### config.mk
export PLATFORM = sky130hd
export DESIGN_NAME = hbg_top
export DESIGN_NICKNAME = d
export VERILOG_FILES = /design/src/core/hbg_pkg.sv /design/src/core/hbg_interval_timer.sv /design/src/core/hbg_top.sv
export SDC_FILE = /design/constraint.sdc
export NUM_CORES = 1
export LEC_CHECK = 0
export ABC_AREA = 1
export ABC_CLOCK_PERIOD_IN_PS = 3100
export BUFFER_PORTS_ARGS = -buffer_cell sky130_fd_sc_hd__buf_4
export CAP_MARGIN = 20
export CORE_MARGIN = 3
export CORE_UTILIZATION = 25
export CTS_BUF_LIST = sky130_fd_sc_hd__clkbuf_16
export DETAILED_ROUTE_END_ITERATION = 16
export GPL_TIMING_DRIVEN = 0
export PLACE_DENSITY_LB_ADDON = 0.15
export SLEW_MARGIN = 20
export SYNTH_ARGS = -nofsm -noshare
export SYNTH_HDL_FRONTEND = slang
export SYNTH_SLANG_ARGS = --single-unit
### constraint.sdc
create_clock -name clk_i -period 3.1 [get_ports clk_i]
set_input_delay 0.155 -clock clk_i [delete_from_list [all_inputs] [get_ports clk_i]]
set_output_delay 0.155 -clock clk_i [all_outputs]
set_load 0.005 [all_outputs]
### src/core/hbg_pkg.sv
/*
  Shared constants and carrier types of the H-bridge gate control block.
  Assumes a 50 MHz system clock and the plain register port of hbg_top.
*/
package hbg_pkg;

  // ***************************************************************
  // Timing
  // ***************************************************************
  localparam int CLK_PERIOD_NS   = 20;
  localparam int LIMIT_OFF_NS    = 20000;  // Constant off time
  localparam int BLANKING_NS     = 16500;  // Blanking interval, typical
  // Nominal figures, so plain division; neither comes out below one
  localparam int LIMIT_OFF_CYC   = LIMIT_OFF_NS / CLK_PERIOD_NS;
  localparam int BLANKING_CYC    = BLANKING_NS / CLK_PERIOD_NS;
  localparam int TIMER_W         = 16;

  // ***************************************************************
  // Register port
  // ***************************************************************
  localparam int ADDR_W          = 4;
  localparam int DATA_W          = 16;
  localparam logic [ADDR_W-1:0] OFFS_OFF_TIME   = 4'h0;
  localparam logic [ADDR_W-1:0] OFFS_BLANK_TIME = 4'h4;
  localparam logic [ADDR_W-1:0] OFFS_STATUS     = 4'h8;
  localparam logic [TIMER_W-1:0] RST_OFF_TIME   = TIMER_W'(LIMIT_OFF_CYC);
  localparam logic [TIMER_W-1:0] RST_BLANK_TIME = TIMER_W'(BLANKING_CYC);

  // Status field positions
  localparam int ST_LATCHED      = 0;
  localparam int ST_SHORT        = 1;
  localparam int ST_THERMAL      = 2;
  localparam int ST_UNDERVOLT    = 3;
  localparam int ST_THERM_HOLD   = 4;
  localparam int ST_OFF_BUSY     = 5;
  localparam int ST_BLANK_BUSY   = 6;
  localparam int ST_REDUCED_LIM  = 7;
  localparam int ST_SLEEP        = 8;
  localparam int ST_DRIVING      = 9;

  // ***************************************************************
  // Carriers
  // ***************************************************************
  typedef struct packed {
    logic polarity_cmd_a;
    logic polarity_cmd_b;
    logic polarity_invert;
    logic slew_select;
    logic disable_hi;
    logic disable_lo_n;
    logic enable;
  } hbg_ctl_s;

  typedef struct packed {
    logic supply_low;    // Supply rail below undervoltage threshold
    logic over_limit;    // Current above limit threshold
    logic over_short;    // Current above short-circuit threshold
    logic temp_fold;     // Junction above fold-back temperature
    logic thermal_trip;  // Junction above shutdown temperature
    logic temp_cool;     // Junction below trip minus hysteresis
  } hbg_sense_s;

  typedef struct packed {
    logic out_a;
    logic oe_a;
    logic out_b;
    logic oe_b;
  } hbg_bridge_s;

  localparam hbg_ctl_s   CTL_RST   = '0;
  localparam hbg_sense_s SENSE_RST = '0;

endpackage

### src/core/hbg_interval_timer.sv
/*
  Down counter that stands busy for a loaded number of clock cycles.
  Assumes the loader gives a length of at least one cycle.
*/
`timescale 1ns/1ps
module hbg_interval_timer
  import hbg_pkg::*;
#(
  parameter int W = TIMER_W
) (
  input  wire logic         clk_i,
  input  wire logic         rst_i,
  input  wire logic         load_i,
  input  wire logic [W-1:0] length_i,
  output logic              busy_o
);

  logic [W-1:0] count_reg;
  logic [W-1:0] count_next;

  // A fresh load restarts the interval even while one is running
  assign count_next = load_i           ? length_i :
                      (count_reg != '0) ? count_reg - W'(1) : count_reg;
  assign busy_o     = (count_reg != '0);

  // ***************************************************************
  // Counter
  // ***************************************************************
  always_ff @(posedge clk_i or posedge rst_i) begin
    if (rst_i) begin
      count_reg <= '0;
    end else begin
      count_reg <= count_next;
    end
  end

endmodule

### src/core/hbg_top.sv
/*
  Gate control and protection logic of an integrated H-bridge driver:
  polarity mapping, disables, sleep, slew select, constant-off-time
  current limiting, blanking, short and thermal latch-off, undervoltage
  lockout and the open-drain fault flag.
  Assumes all pin and comparator inputs are synchronous to clk_i and
  that analog comparators deliver clean logic levels.
*/
`timescale 1ns/1ps
module hbg_top
  import hbg_pkg::*;
(
  input  wire logic              clk_i,
  input  wire logic              rst_i,
  // Control pins from the host
  input  wire hbg_ctl_s          ctl_i,
  // Comparator indications from the analog section
  input  wire hbg_sense_s        sense_i,
  // Register port
  input  wire logic [ADDR_W-1:0] reg_addr_i,
  input  wire logic [DATA_W-1:0] reg_wdata_i,
  input  wire logic              reg_wr_i,
  input  wire logic              reg_rd_i,
  output logic [DATA_W-1:0]      reg_rdata_o,
  // Power stage
  output hbg_bridge_s            bridge_o,
  output logic                   slew_fast_o,
  output logic                   limit_reduced_o,
  output logic                   sleep_o,
  // Open-drain fault flag
  output logic                   fault_flag_n_o,
  output logic                   fault_flag_n_oe_o
);

  // ***************************************************************
  // Declarations
  // ***************************************************************
  hbg_ctl_s          ctl_reg;
  hbg_ctl_s          ctl_prev_reg;
  hbg_sense_s        sense_reg;
  hbg_bridge_s       bridge_reg;
  hbg_bridge_s       bridge_next;
  logic [TIMER_W-1:0] off_time_reg;
  logic [TIMER_W-1:0] blank_time_reg;
  logic              latched_reg;
  logic              latched_next;
  logic              short_cause_reg;
  logic              short_cause_next;
  logic              therm_cause_reg;
  logic              therm_cause_next;
  logic              therm_hold_reg;
  logic              therm_hold_next;
  logic              flag_pull_reg;
  logic              flag_pull_next;
  logic              flag_level_reg;
  logic              slew_fast_reg;
  logic              limit_reduced_reg;
  logic              sleep_reg;
  logic [DATA_W-1:0] rdata_reg;
  logic [DATA_W-1:0] rdata_next;
  logic [DATA_W-1:0] status_word;

  logic              awake;
  logic              disabled;
  logic              level_a;
  logic              level_b;
  logic              drive_on;
  logic              driving;
  logic              transition;
  logic              off_busy;
  logic              blank_busy;
  logic              limit_event;
  logic              short_event;
  logic              trip_event;
  logic              fault_clear;
  logic              wr_off;
  logic              wr_blank;
  logic [TIMER_W-1:0] wdata_len;

  // ***************************************************************
  // Behaviour notes
  // ***************************************************************
  // Pins pass one sampling stage, so outputs lag the pins by two edges
  // Drive is granted only while every blocker below is clear:
  //   sleep (enable low), either disable, supply low,
  //   latched fault, thermal hold, running off time
  // A blocked bridge shows oe low and out low on both legs
  // Latched fault:
  //   set by a short inside blanking or by a thermal trip when awake
  //   cleared by a disable release edge, any enable edge or a supply dip
  //   a new fault in the clearing cycle keeps the latch set
  // Thermal hold is separate from the latch: a clear alone does not
  //   restart the bridge until the junction has cooled past hysteresis
  // Current limit:
  //   over-limit while driving and outside blanking loads the off timer
  //   the bridge drops one edge later and stays off for the set length
  //   resuming drive is an output change, so blanking restarts
  // Short detection:
  //   over-short counts only while blanking runs; outside it the
  //   limit comparator is expected to have acted first
  //   the bridge drops two edges after the sampled comparator
  // Undervoltage needs no clear: drive and flag follow the supply
  // Flag:
  //   pulled while awake and disabled, undervolt or latched
  //   released in sleep, even with a fault still latched,
  //   because the host has put the whole device to rest
  // Slew and fold-back are passed on as registered levels;
  //   the analog stage acts on them, this logic only reports
  // Host duties not enforced here: slow-slew PWM rate and the
  //   time spent in fold-back are left to the controller
  // Timer registers:
  //   a written zero is stored as one, so an interval never vanishes
  //   a new length applies from the next load, not the running one
  // Status reads are live and have no side effect
  // Limitation: a short seen outside blanking is not latched,
  //   so a slow-rising fault is handled by the limit loop alone

  // Zero would mean no interval at all, so it is read as one cycle
  function automatic logic [TIMER_W-1:0] min_one(
    input logic [TIMER_W-1:0] v
  );
    min_one = (v == '0) ? TIMER_W'(1) : v;
  endfunction

  // ***************************************************************
  // Input sampling
  // ***************************************************************
  // Reset values match the pulled-down pin defaults
  always_ff @(posedge clk_i or posedge rst_i) begin
    if (rst_i) begin
      ctl_reg      <= CTL_RST;
      ctl_prev_reg <= CTL_RST;
      sense_reg    <= SENSE_RST;
    end else begin
      ctl_reg      <= ctl_i;
      ctl_prev_reg <= ctl_reg;
      sense_reg    <= sense_i;
    end
  end

  // ***************************************************************
  // Command decoding
  // ***************************************************************
  // Invert flips both legs at once, so a driven pair swaps and a
  // freewheeling pair moves between both-high and both-low
  assign level_a  = ctl_reg.polarity_cmd_a ^
                    ctl_reg.polarity_invert;
  assign level_b  = ctl_reg.polarity_cmd_b ^
                    ctl_reg.polarity_invert;
  // Open enable reads low, so the device stays asleep
  assign awake    = ctl_reg.enable;
  assign disabled = ctl_reg.disable_hi |
                    ~ctl_reg.disable_lo_n;

  // Every condition that forces the bridge off
  assign drive_on = awake & ~disabled
                  & ~sense_reg.supply_low
                  & ~latched_reg
                  & ~therm_hold_reg
                  & ~off_busy;

  assign bridge_next.out_a = drive_on & level_a;
  assign bridge_next.oe_a  = drive_on;
  assign bridge_next.out_b = drive_on & level_b;
  assign bridge_next.oe_b  = drive_on;

  // ***************************************************************
  // Protection events
  // ***************************************************************
  assign driving     = bridge_reg.oe_a | bridge_reg.oe_b;
  // Any level or enable change on either leg restarts blanking while drive_on holds; dropping drive does not
  assign transition  = (bridge_next != bridge_reg) & drive_on;
  // Limit comparator is masked while blanking runs
  assign limit_event = driving & sense_reg.over_limit
                     & ~blank_busy & ~off_busy;
  // Fast di/dt reaching the short threshold inside blanking
  assign short_event = driving & sense_reg.over_short
                     & blank_busy;
  assign trip_event  = awake & sense_reg.thermal_trip;

  // Disable release edges, any enable toggle or a supply dip act as the clear
  assign fault_clear = (ctl_prev_reg.disable_hi & ~ctl_reg.disable_hi)
                     | (~ctl_prev_reg.disable_lo_n &
                        ctl_reg.disable_lo_n)
                     | (ctl_prev_reg.enable ^ ctl_reg.enable)
                     | sense_reg.supply_low;

  // A new fault in the clearing cycle wins over the clear
  assign latched_next     = (latched_reg & ~fault_clear)
                          | short_event | trip_event;
  assign short_cause_next = (short_cause_reg & ~fault_clear) | short_event;
  assign therm_cause_next = (therm_cause_reg & ~fault_clear) | trip_event;
  // Restart only once the junction is back below trip minus hysteresis
  assign therm_hold_next  = sense_reg.thermal_trip
                          | (therm_hold_reg &
                             ~sense_reg.temp_cool);

  // Flag low for faults and disables while awake; released in sleep
  assign flag_pull_next = awake & (disabled | sense_reg.supply_low
                        | latched_next);

  // ***************************************************************
  // Interval timers
  // ***************************************************************
  hbg_interval_timer #(
    .W        (TIMER_W)
  ) u_off_timer (
    .clk_i    (clk_i),
    .rst_i    (rst_i),
    .load_i   (limit_event),
    .length_i (off_time_reg),
    .busy_o   (off_busy)
  );

  hbg_interval_timer #(
    .W        (TIMER_W)
  ) u_blank_timer (
    .clk_i    (clk_i),
    .rst_i    (rst_i),
    .load_i   (transition),
    .length_i (blank_time_reg),
    .busy_o   (blank_busy)
  );

  // ***************************************************************
  // Protection state and pin outputs
  // ***************************************************************
  always_ff @(posedge clk_i or posedge rst_i) begin
    if (rst_i) begin
      bridge_reg        <= '0;
      latched_reg       <= 1'b0;
      short_cause_reg   <= 1'b0;
      therm_cause_reg   <= 1'b0;
      therm_hold_reg    <= 1'b0;
      flag_pull_reg     <= 1'b0;
      flag_level_reg    <= 1'b1;
      slew_fast_reg     <= 1'b0;
      limit_reduced_reg <= 1'b0;
      sleep_reg         <= 1'b1;
    end else begin
      bridge_reg        <= bridge_next;
      latched_reg       <= latched_next;
      short_cause_reg   <= short_cause_next;
      therm_cause_reg   <= therm_cause_next;
      therm_hold_reg    <= therm_hold_next;
      flag_pull_reg     <= flag_pull_next;
      // Own flop, so the pin level needs no gate after a register
      flag_level_reg    <= ~flag_pull_next;
      slew_fast_reg     <= ctl_reg.slew_select;
      limit_reduced_reg <= sense_reg.temp_fold;
      sleep_reg         <= ~awake;
    end
  end

  assign bridge_o          = bridge_reg;
  assign slew_fast_o       = slew_fast_reg;
  assign limit_reduced_o   = limit_reduced_reg;
  assign sleep_o           = sleep_reg;
  // Open drain: drives low only while pulling
  assign fault_flag_n_o    = flag_level_reg;
  assign fault_flag_n_oe_o = flag_pull_reg;

  // ***************************************************************
  // Register port
  // ***************************************************************
  assign wr_off    = reg_wr_i & (reg_addr_i == OFFS_OFF_TIME);
  assign wr_blank  = reg_wr_i & (reg_addr_i == OFFS_BLANK_TIME);
  assign wdata_len = min_one(reg_wdata_i[TIMER_W-1:0]);

  // Settable interval lengths; a change applies from the next load
  always_ff @(posedge clk_i or posedge rst_i) begin
    if (rst_i) begin
      off_time_reg   <= RST_OFF_TIME;
      blank_time_reg <= RST_BLANK_TIME;
    end else begin
      if (wr_off) begin
        off_time_reg <= wdata_len;
      end
      if (wr_blank) begin
        blank_time_reg <= wdata_len;
      end
    end
  end

  // Live status; reading has no side effect
  always_comb begin
    status_word                 = '0;
    status_word[ST_LATCHED]     = latched_reg;
    status_word[ST_SHORT]       = short_cause_reg;
    status_word[ST_THERMAL]     = therm_cause_reg;
    status_word[ST_UNDERVOLT]   = sense_reg.supply_low;
    status_word[ST_THERM_HOLD]  = therm_hold_reg;
    status_word[ST_OFF_BUSY]    = off_busy;
    status_word[ST_BLANK_BUSY]  = blank_busy;
    status_word[ST_REDUCED_LIM] = limit_reduced_reg;
    status_word[ST_SLEEP]       = sleep_reg;
    status_word[ST_DRIVING]     = driving;
  end

  // Unmapped addresses and idle cycles read as zero
  assign rdata_next = ~reg_rd_i                        ? '0 :
                      (reg_addr_i == OFFS_OFF_TIME)    ? off_time_reg :
                      (reg_addr_i == OFFS_BLANK_TIME)  ? blank_time_reg :
                      (reg_addr_i == OFFS_STATUS)      ? status_word : '0;

  always_ff @(posedge clk_i or posedge rst_i) begin
    if (rst_i) begin
      rdata_reg <= '0;
    end else begin
      rdata_reg <= rdata_next;
    end
  end

  assign reg_rdata_o = rdata_reg;

endmodule

==> impl_metrics.json, run 1 <==
{
  "crit_path_max_fanout": 10,
  "drv_slew": 0,
  "critPathMaxStageDelay_ns": 0.42,
  "p_total_uw": 4430,
  "cts_tree": "yes",
  "chipHeight_um": 149,
  "synthesis.nets": 630,
  "leakage_uw": 0.00307,
  "worst_r2r_endpoint": "u_off_timer.count_reg[6]",
  "clk_latency_ns": 0.36,
  "crit_path_start": "u_blank_timer.count_reg[0]",
  "fin_setup_tns_ns": 0,
  "worst_ep_arrival_time_ns": 2.21,
  "reg2reg_from": "u_blank_timer.count_reg[0]",
  "core_um2": 19800,
  "fillCellCount": 2127,
  "required_ns": 3.38,
  "swShare": 0.350,
  "setup-violations-final": 0,
  "intPower_uw": 2880,
  "grt_max_degree": 66,
  "grt_pass1_wl_um": 22300,
  "h-tree-depth": 3,
  "worstHoldPathCells": 3,
  "min-delay-start": "reg_wdata_i[3]",
  "crit_family": "simple AND/OR/NAND/NOR gates",
  "root_buffer": "clkbuf_16",
  "placed_area_um2": 5920,
  "path_cells": "inv_1 > ha_1 > inv_1 > nor3_1 > nand3_4 > nor2_4 > nand2_4 > inv_2 > nor2_1 > a21oi_2",
  "status": "complete, no violations",
  "syn_inst": 589,
  "place_hpwl_um": 10700,
  "grt_use_total": 0.129,
  "final_antenna_net_count": 0,
  "die_w_um": 149,
  "crit_path_frequent_cell": "inv_1",
  "core.rowCount": 51,
  "synth_seq_cells": 108,
  "seqPwrFrac": 0.459,
  "fin_nets": 716,
  "critPathCaptureType": "register",
  "place_ws_ns": 1.15,
  "io_buffers": 60,
  "drv_cap": 0,
  "initial_core_util": 0.258,
  "first_global_vias": 4193,
  "path_class": "register to register",
  "holdPathEnd": "blank_time_reg[3]",
  "remaining_drc_errors": 0,
  "diodes": 0,
  "period_needed_ns": 1.93,
  "worst_slew_pin_slew_ns": 0.604,
  "drt_wl_total_um": 13700,
  "wl_per_cell_um": 14.5,
  "fin_crit_sh": 0.622,
  "cts_inserted_buffers": 9,
  "p_sw_uw": 1550,
  "die-area_um2": 22200,
  "hold_buffers": 14,
  "ios": 62,
  "hold_class": "input pin to register",
  "place.gp.congestion": 0.820,
  "firstDrtPassIters": 4,
  "rsz0062_at_grt": "no",
  "startpoint_type": "register",
  "powerDensity_nw_per_um2": 695,
  "ir_drop_mv": 0.288,
  "grt_overflow": 0,
  "r2r_cells": 10,
  "rrSetupSlack_ns": 1.17,
  "syn-cell-area_um2": 5110,
  "syn2layout_area_growth_pct": 24.7,
  "hold_viol_final": 0,
  "final_design_area_no_fill_um2": 6370,
  "clkPwrFrac": 0.272,
  "fin_skew_ns": 0.0104,
  "synth_warnings": 0,
  "layout-drive-gt1-share": 0.206,
  "final.setup.worst_slack_ns": 1.17,
  "final_cell_mix": "nand2_1, dfrtp_1, inv_1, buf_4, nor2_1",
  "synth_area_per_cell_um2": 8.68,
  "clock_sinks": 108,
  "dr_total_vias": 4065,
  "final_common_cell": "nand2_1",
  "fmax_ghz": 0.519,
  "slew_headroom": 0.594,
  "first_iter_violations": 191,
  "cts_resized": 0,
  "cts.clk_slew.worst_paths_ns": 0.08,
  "vias_per_cell": 4.30,
  "pwr-share-comb": 0.269,
  "slowest_stage": "dfrtp_1",
  "path_buf_inv": 3,
  "antenna_found_initial": 0,
  "cts_buffer_depth": 2,
  "ys_seq_area_frac": 0.532,
  "synth_cell_types": 39,
  "cts_setup_buffers": 0
}
[Yosys cell counts (all sizes together)]
cell type  count  area [um2]
nand2        151         634
dfrtp         94        2350
inv           84         315
nor2          67         328
o21ai         63         330
nand3         28         153
a21oi         19         103
dfstp         14         368
xor2          11        96.3
nor3           9        45.0
o22ai          9        87.6
buf            8        58.8
nand4          5        31.3
o211ai         5        42.5
ha             4        50.1
nor4           4        25.0
xnor2          4        35.0
clkinv         3        11.3
clkbuf         2        7.51
a22oi          1        7.51
o21a           1        7.51
o21bai         1        7.51
o31ai          1        7.51
or3            1        6.26
[worst reg2reg max path: stages, from the launching register on]
cell	delay, ns
dfrtp_1	0.42
inv_1	0.13
ha_1	0.20
inv_1	0.05
nor3_1	0.29
nand3_4	0.19
nor2_4	0.19
nand2_4	0.13
inv_2	0.11
nor2_1	0.05
a21oi_2	0.11
[worst max path at each step]
stage / slack [ns] / cells past startpoint / endpoint
after global placement: -1.35 / 2 / ctl_reg[1]
final: 1.17 / 10 / u_off_timer.count_reg[6]
after detailed placement: 1.15 / 10 / u_off_timer.count_reg[6]
after floorplan: 0.12 / 1 / awake
after global routing: 0.99 / 10 / u_off_timer.count_reg[6]
after CTS: 1.13 / 10 / u_off_timer.count_reg[6]
[cell families after synthesis]
family                     share of synthesized area
adders and majority gates                    0.00979
AOI/OAI and AO/OA                              0.116
buffers and inverters                         0.0769
xor gates and xnor gates                      0.0257
and+or+nand+nor                                0.239
DFF                                            0.532
[metal layers]
| metal | wire (um) | up-vias | global-route usage |
|---|---|---|---|
| met2 | 7260 | 63 | 0.229 |
| met5 | 0 | - | 0 |
| li1 | - | 2035 | - |
| met4 | 161 | 0 | 0.0320 |
| met1 | 5930 | 1955 | 0.158 |
| met3 | 374 | 12 | 0.0283 |
[final cells by class]
cell class / count / area [um2] / share of cell area
timing repair buffer: 75 / 618 / 0.0970
sequential: 108 / 2720 / 0.427
buffer: 10 / 66.3 / 0.0104
clock inverter: 7 / 81.3 / 0.0128
multi-input combinational: 384 / 2000 / 0.313
clock buffer: 9 / 225 / 0.0353
inverter: 87 / 332 / 0.0520
tap: 265 / 332 / 0.0520
[power by group through the flow]
stage,clock network (uW),logic (uW),registers [uW]
after detailed placement,0,1180,2060
after global routing,1310,1360,2080
final,1210,1190,2030
after floorplan,0,899,1990
after CTS,1250,1200,2030
after global placement,0,1160,2050
[metrics by stage]
step,hold slack (ns),util,instances
final,0.0272,0.322,945
after global placement,0.265,0.298,914
after detailed placement,0.216,0.299,915
after global routing,0.0167,0.322,945
after floorplan,0.186,-,589
after CTS,0.0148,0.322,945
Note: power is estimated with default switching activity, not from simulation.
==> run 2, diff against run 1 <==
- ABC_AREA: 1 -> 0
- ABC_CLOCK_PERIOD_IN_PS: 3100 -> 1800
- clock period: 3.1 -> 1.8 ns (I/O delays scaled with it)
==> impl_metrics.json, run 2 <==
{
  "synth_edf_count": 0,
  "critPathCaptureType": "register",
  "powerDensity_nw_per_um2": 1170,
  "fin_nets": 615,
  "startpoint_type": "register",
  "chipHeight_um": 146,
  "cts_buffer_depth": 2,
  "place_hpwl_um": 10100,
  "wl_per_cell_um": 17.0,
  "final.setup.worst_slack_ns": -0.438,
  "worst_ep_arrival_time_ns": 2.48,
  "initial_core_util": 0.258,
  "netlist.area_leader.share": 0.478,
  "diodes": 0,
  "dp.cells": 744,
  "root_buffer": "clkbuf_16",
  "path_class": "register to register",
  "die-area_um2": 21400,
  "ios": 62,
  "final_antenna_net_count": 0,
  "synth_seq_cells": 108,
  "cts_inserted_buffers": 9,
  "setup-violations-final": 37,
  "synthMostInstantiatedCell": "dfrtp_1",
  "met3_usage": 0.0307,
  "cp-endpoint": "u_blank_timer.count_reg[12]",
  "first_global_vias": 3941,
  "crit_path_max_fanout": 9,
  "seqPwrFrac": 0.440,
  "synth_warnings": 0,
  "required_ns": 2.04,
  "fin_skew_ns": 0.0102,
  "grt_overflow": 0,
  "swShare": 0.331,
  "final_common_cell": "buf_4",
  "ys_seq_area_frac": 0.553,
  "layout-drive-gt1-share": 0.428,
  "gr-usage-met2": 0.213,
  "rrSetupSlack_ns": -0.44,
  "clkPwrFrac": 0.254,
  "drv_cap": 0,
  "syn-cell-area_um2": 4920,
  "worst_slew_pin_slew_ns": 0.917,
  "drv_slew": 0,
  "core.rowCount": 50,
  "synthTopCellsByArea": "dfrtp_1, mux2_2, dfstp_2, nor2b_1, xnor2_1",
  "instances_no_fill": 839,
  "h-tree-depth": 3,
  "synthTopCellsByCount": "dfrtp_1, mux2_2, nor2b_1, nand2_1, nor2_1",
  "utilization": 0.378,
  "io_buffers": 61,
  "synth_flop_cell": "dfrtp_1",
  "period_needed_ns": 2.24,
  "place_ws_ns": -0.975,
  "die_w_um": 146,
  "syn2layout_area_growth_pct": 46.0,
  "r2r_cells": 6,
  "fmax_ghz": 0.447,
  "intPower_uw": 5630,
  "async_flop_share": 1.00,
  "hold_ws_ns": 0.0206,
  "first_iter_violations": 139,
  "hold_viol_final": 0,
  "synthesis.nets": 461,
  "worst_r2r_endpoint": "u_blank_timer.count_reg[12]",
  "final_cell_mix": "buf_4, dfrtp_1, mux2_2, dlygate4sd3_1, nor2b_1",
  "fin_crit_sh": 1.24,
  "grt.busiest_layer": "met2",
  "place.gp.congestion": 0.768,
  "status": "finished with violations",
  "worstHoldPathCells": 2,
  "grt_pass1_wl_um": 22700,
  "use_met1": 0.192,
  "syn_inst": 420,
  "leakage_uw": 0.00315,
  "remaining_drc_errors": 0,
  "final_design_area_no_fill_um2": 7180,
  "cts_tree": "yes",
  "rsz0062_at_grt": "yes",
  "pwr-share-comb": 0.306,
  "drt_wl_total_um": 14300,
  "reg2reg_from": "u_off_timer.count_reg[11]",
  "placed_area_um2": 5860,
  "fillCellCount": 1909,
  "ir_drop_mv": 0.589,
  "p_sw_uw": 2780,
  "clk_latency_ns": 0.36,
  "hold_class": "input pin to register",
  "vias_per_cell": 4.58,
  "firstDrtPassIters": 4,
  "yosysTopAreaCell": "dfrtp_1",
  "slew_headroom": 0.373,
  "clock_sinks": 108,
  "synth_area_per_cell_um2": 11.7,
  "synth_cell_types": 51,
  "grt_max_degree": 34,
  "violations": "setup timing",
  "dr_total_vias": 3842,
  "cts.clk_slew.worst_paths_ns": 0.08,
  "grt_use_total": 0.137,
  "core_um2": 19000,
  "antenna_found_initial": 0,
  "crit_path_start": "u_off_timer.count_reg[11]"
}
run 2: cells by family after synthesis:
kind of cell,count (synthesis),synth area share
AO/OA/AOI/OAI,64,0.0924
XOR/XNOR,23,0.0410
adder cells (fa/ha/maj),4,0.0102
buffers and inverters,26,0.0244
flip-flops,108,0.553
multiplexers,42,0.0952
AND/OR/NAND/NOR,153,0.184
run 2: metal layers:
metal / part of all wire / wire [um]
met1: 0.48 / 6870
met2: 0.46 / 6610
met3: 0.042 / 594
met4: 0.014 / 198
met5: 0 / 0
run 2: worst max-delay path: stages, from the launching register on:
cell and delay [ns]:
dfrtp_1 0.39, or4_4 0.54, nand4b_1 0.21, buf_6 0.17
nor4b_4 0.29, buf_12 0.18, mux2_2 0.33
run 2: stage by stage:
step                TNS, ns  power, uW
floorplan             -5.89       4840
global placement     -69.89       5360
detailed placement   -33.36       5430
CTS                  -14.01       8110
global route         -13.80       8930
finish               -11.25       8410
run 2: worst min-delay path by stage:
| stage | to | start |
|---|---|---|
| CTS | off_time_reg[14] | reg_wdata_i[14] |
| global route | blank_time_reg[14] | reg_wdata_i[14] |
| floorplan | awake | ctl_i[0] |
| finish | blank_time_reg[14] | reg_wdata_i[14] |
| detailed placement | sense_reg[2] | sense_i[2] |
| global placement | ctl_reg[3] | ctl_i[3] |
run 2: area by class of cell:
cell class / count / area (um2) / share of cell area
buffer: 14 / 116 / 0.0162
clock buffer: 9 / 225 / 0.0314
clock inverter: 7 / 87.6 / 0.0122
inverter: 10 / 41.3 / 0.00575
multi-input combinational: 286 / 2380 / 0.331
sequential: 108 / 2730 / 0.380
tap: 260 / 325 / 0.0453
timing repair buffer: 145 / 1280 / 0.178
run 2: power by group through the flow:
stage | Clock [uW] | Combinational, uW | Sequential, uW
floorplan | 0 | 1330 | 3510
global placement | 0 | 1660 | 3700
detailed placement | 0 | 1710 | 3720
CTS | 2200 | 2220 | 3680
global route | 2310 | 2830 | 3780
finish | 2140 | 2570 | 3700
run 2: timing repair:
action,CTS,global route
pin swaps,15,21
buffers inserted,34,18
hold endpoints to repair,63,0
setup endpoints to repair,55,49
gates resized for setup,39,45
gates cloned,2,1
hold buffers,28,0
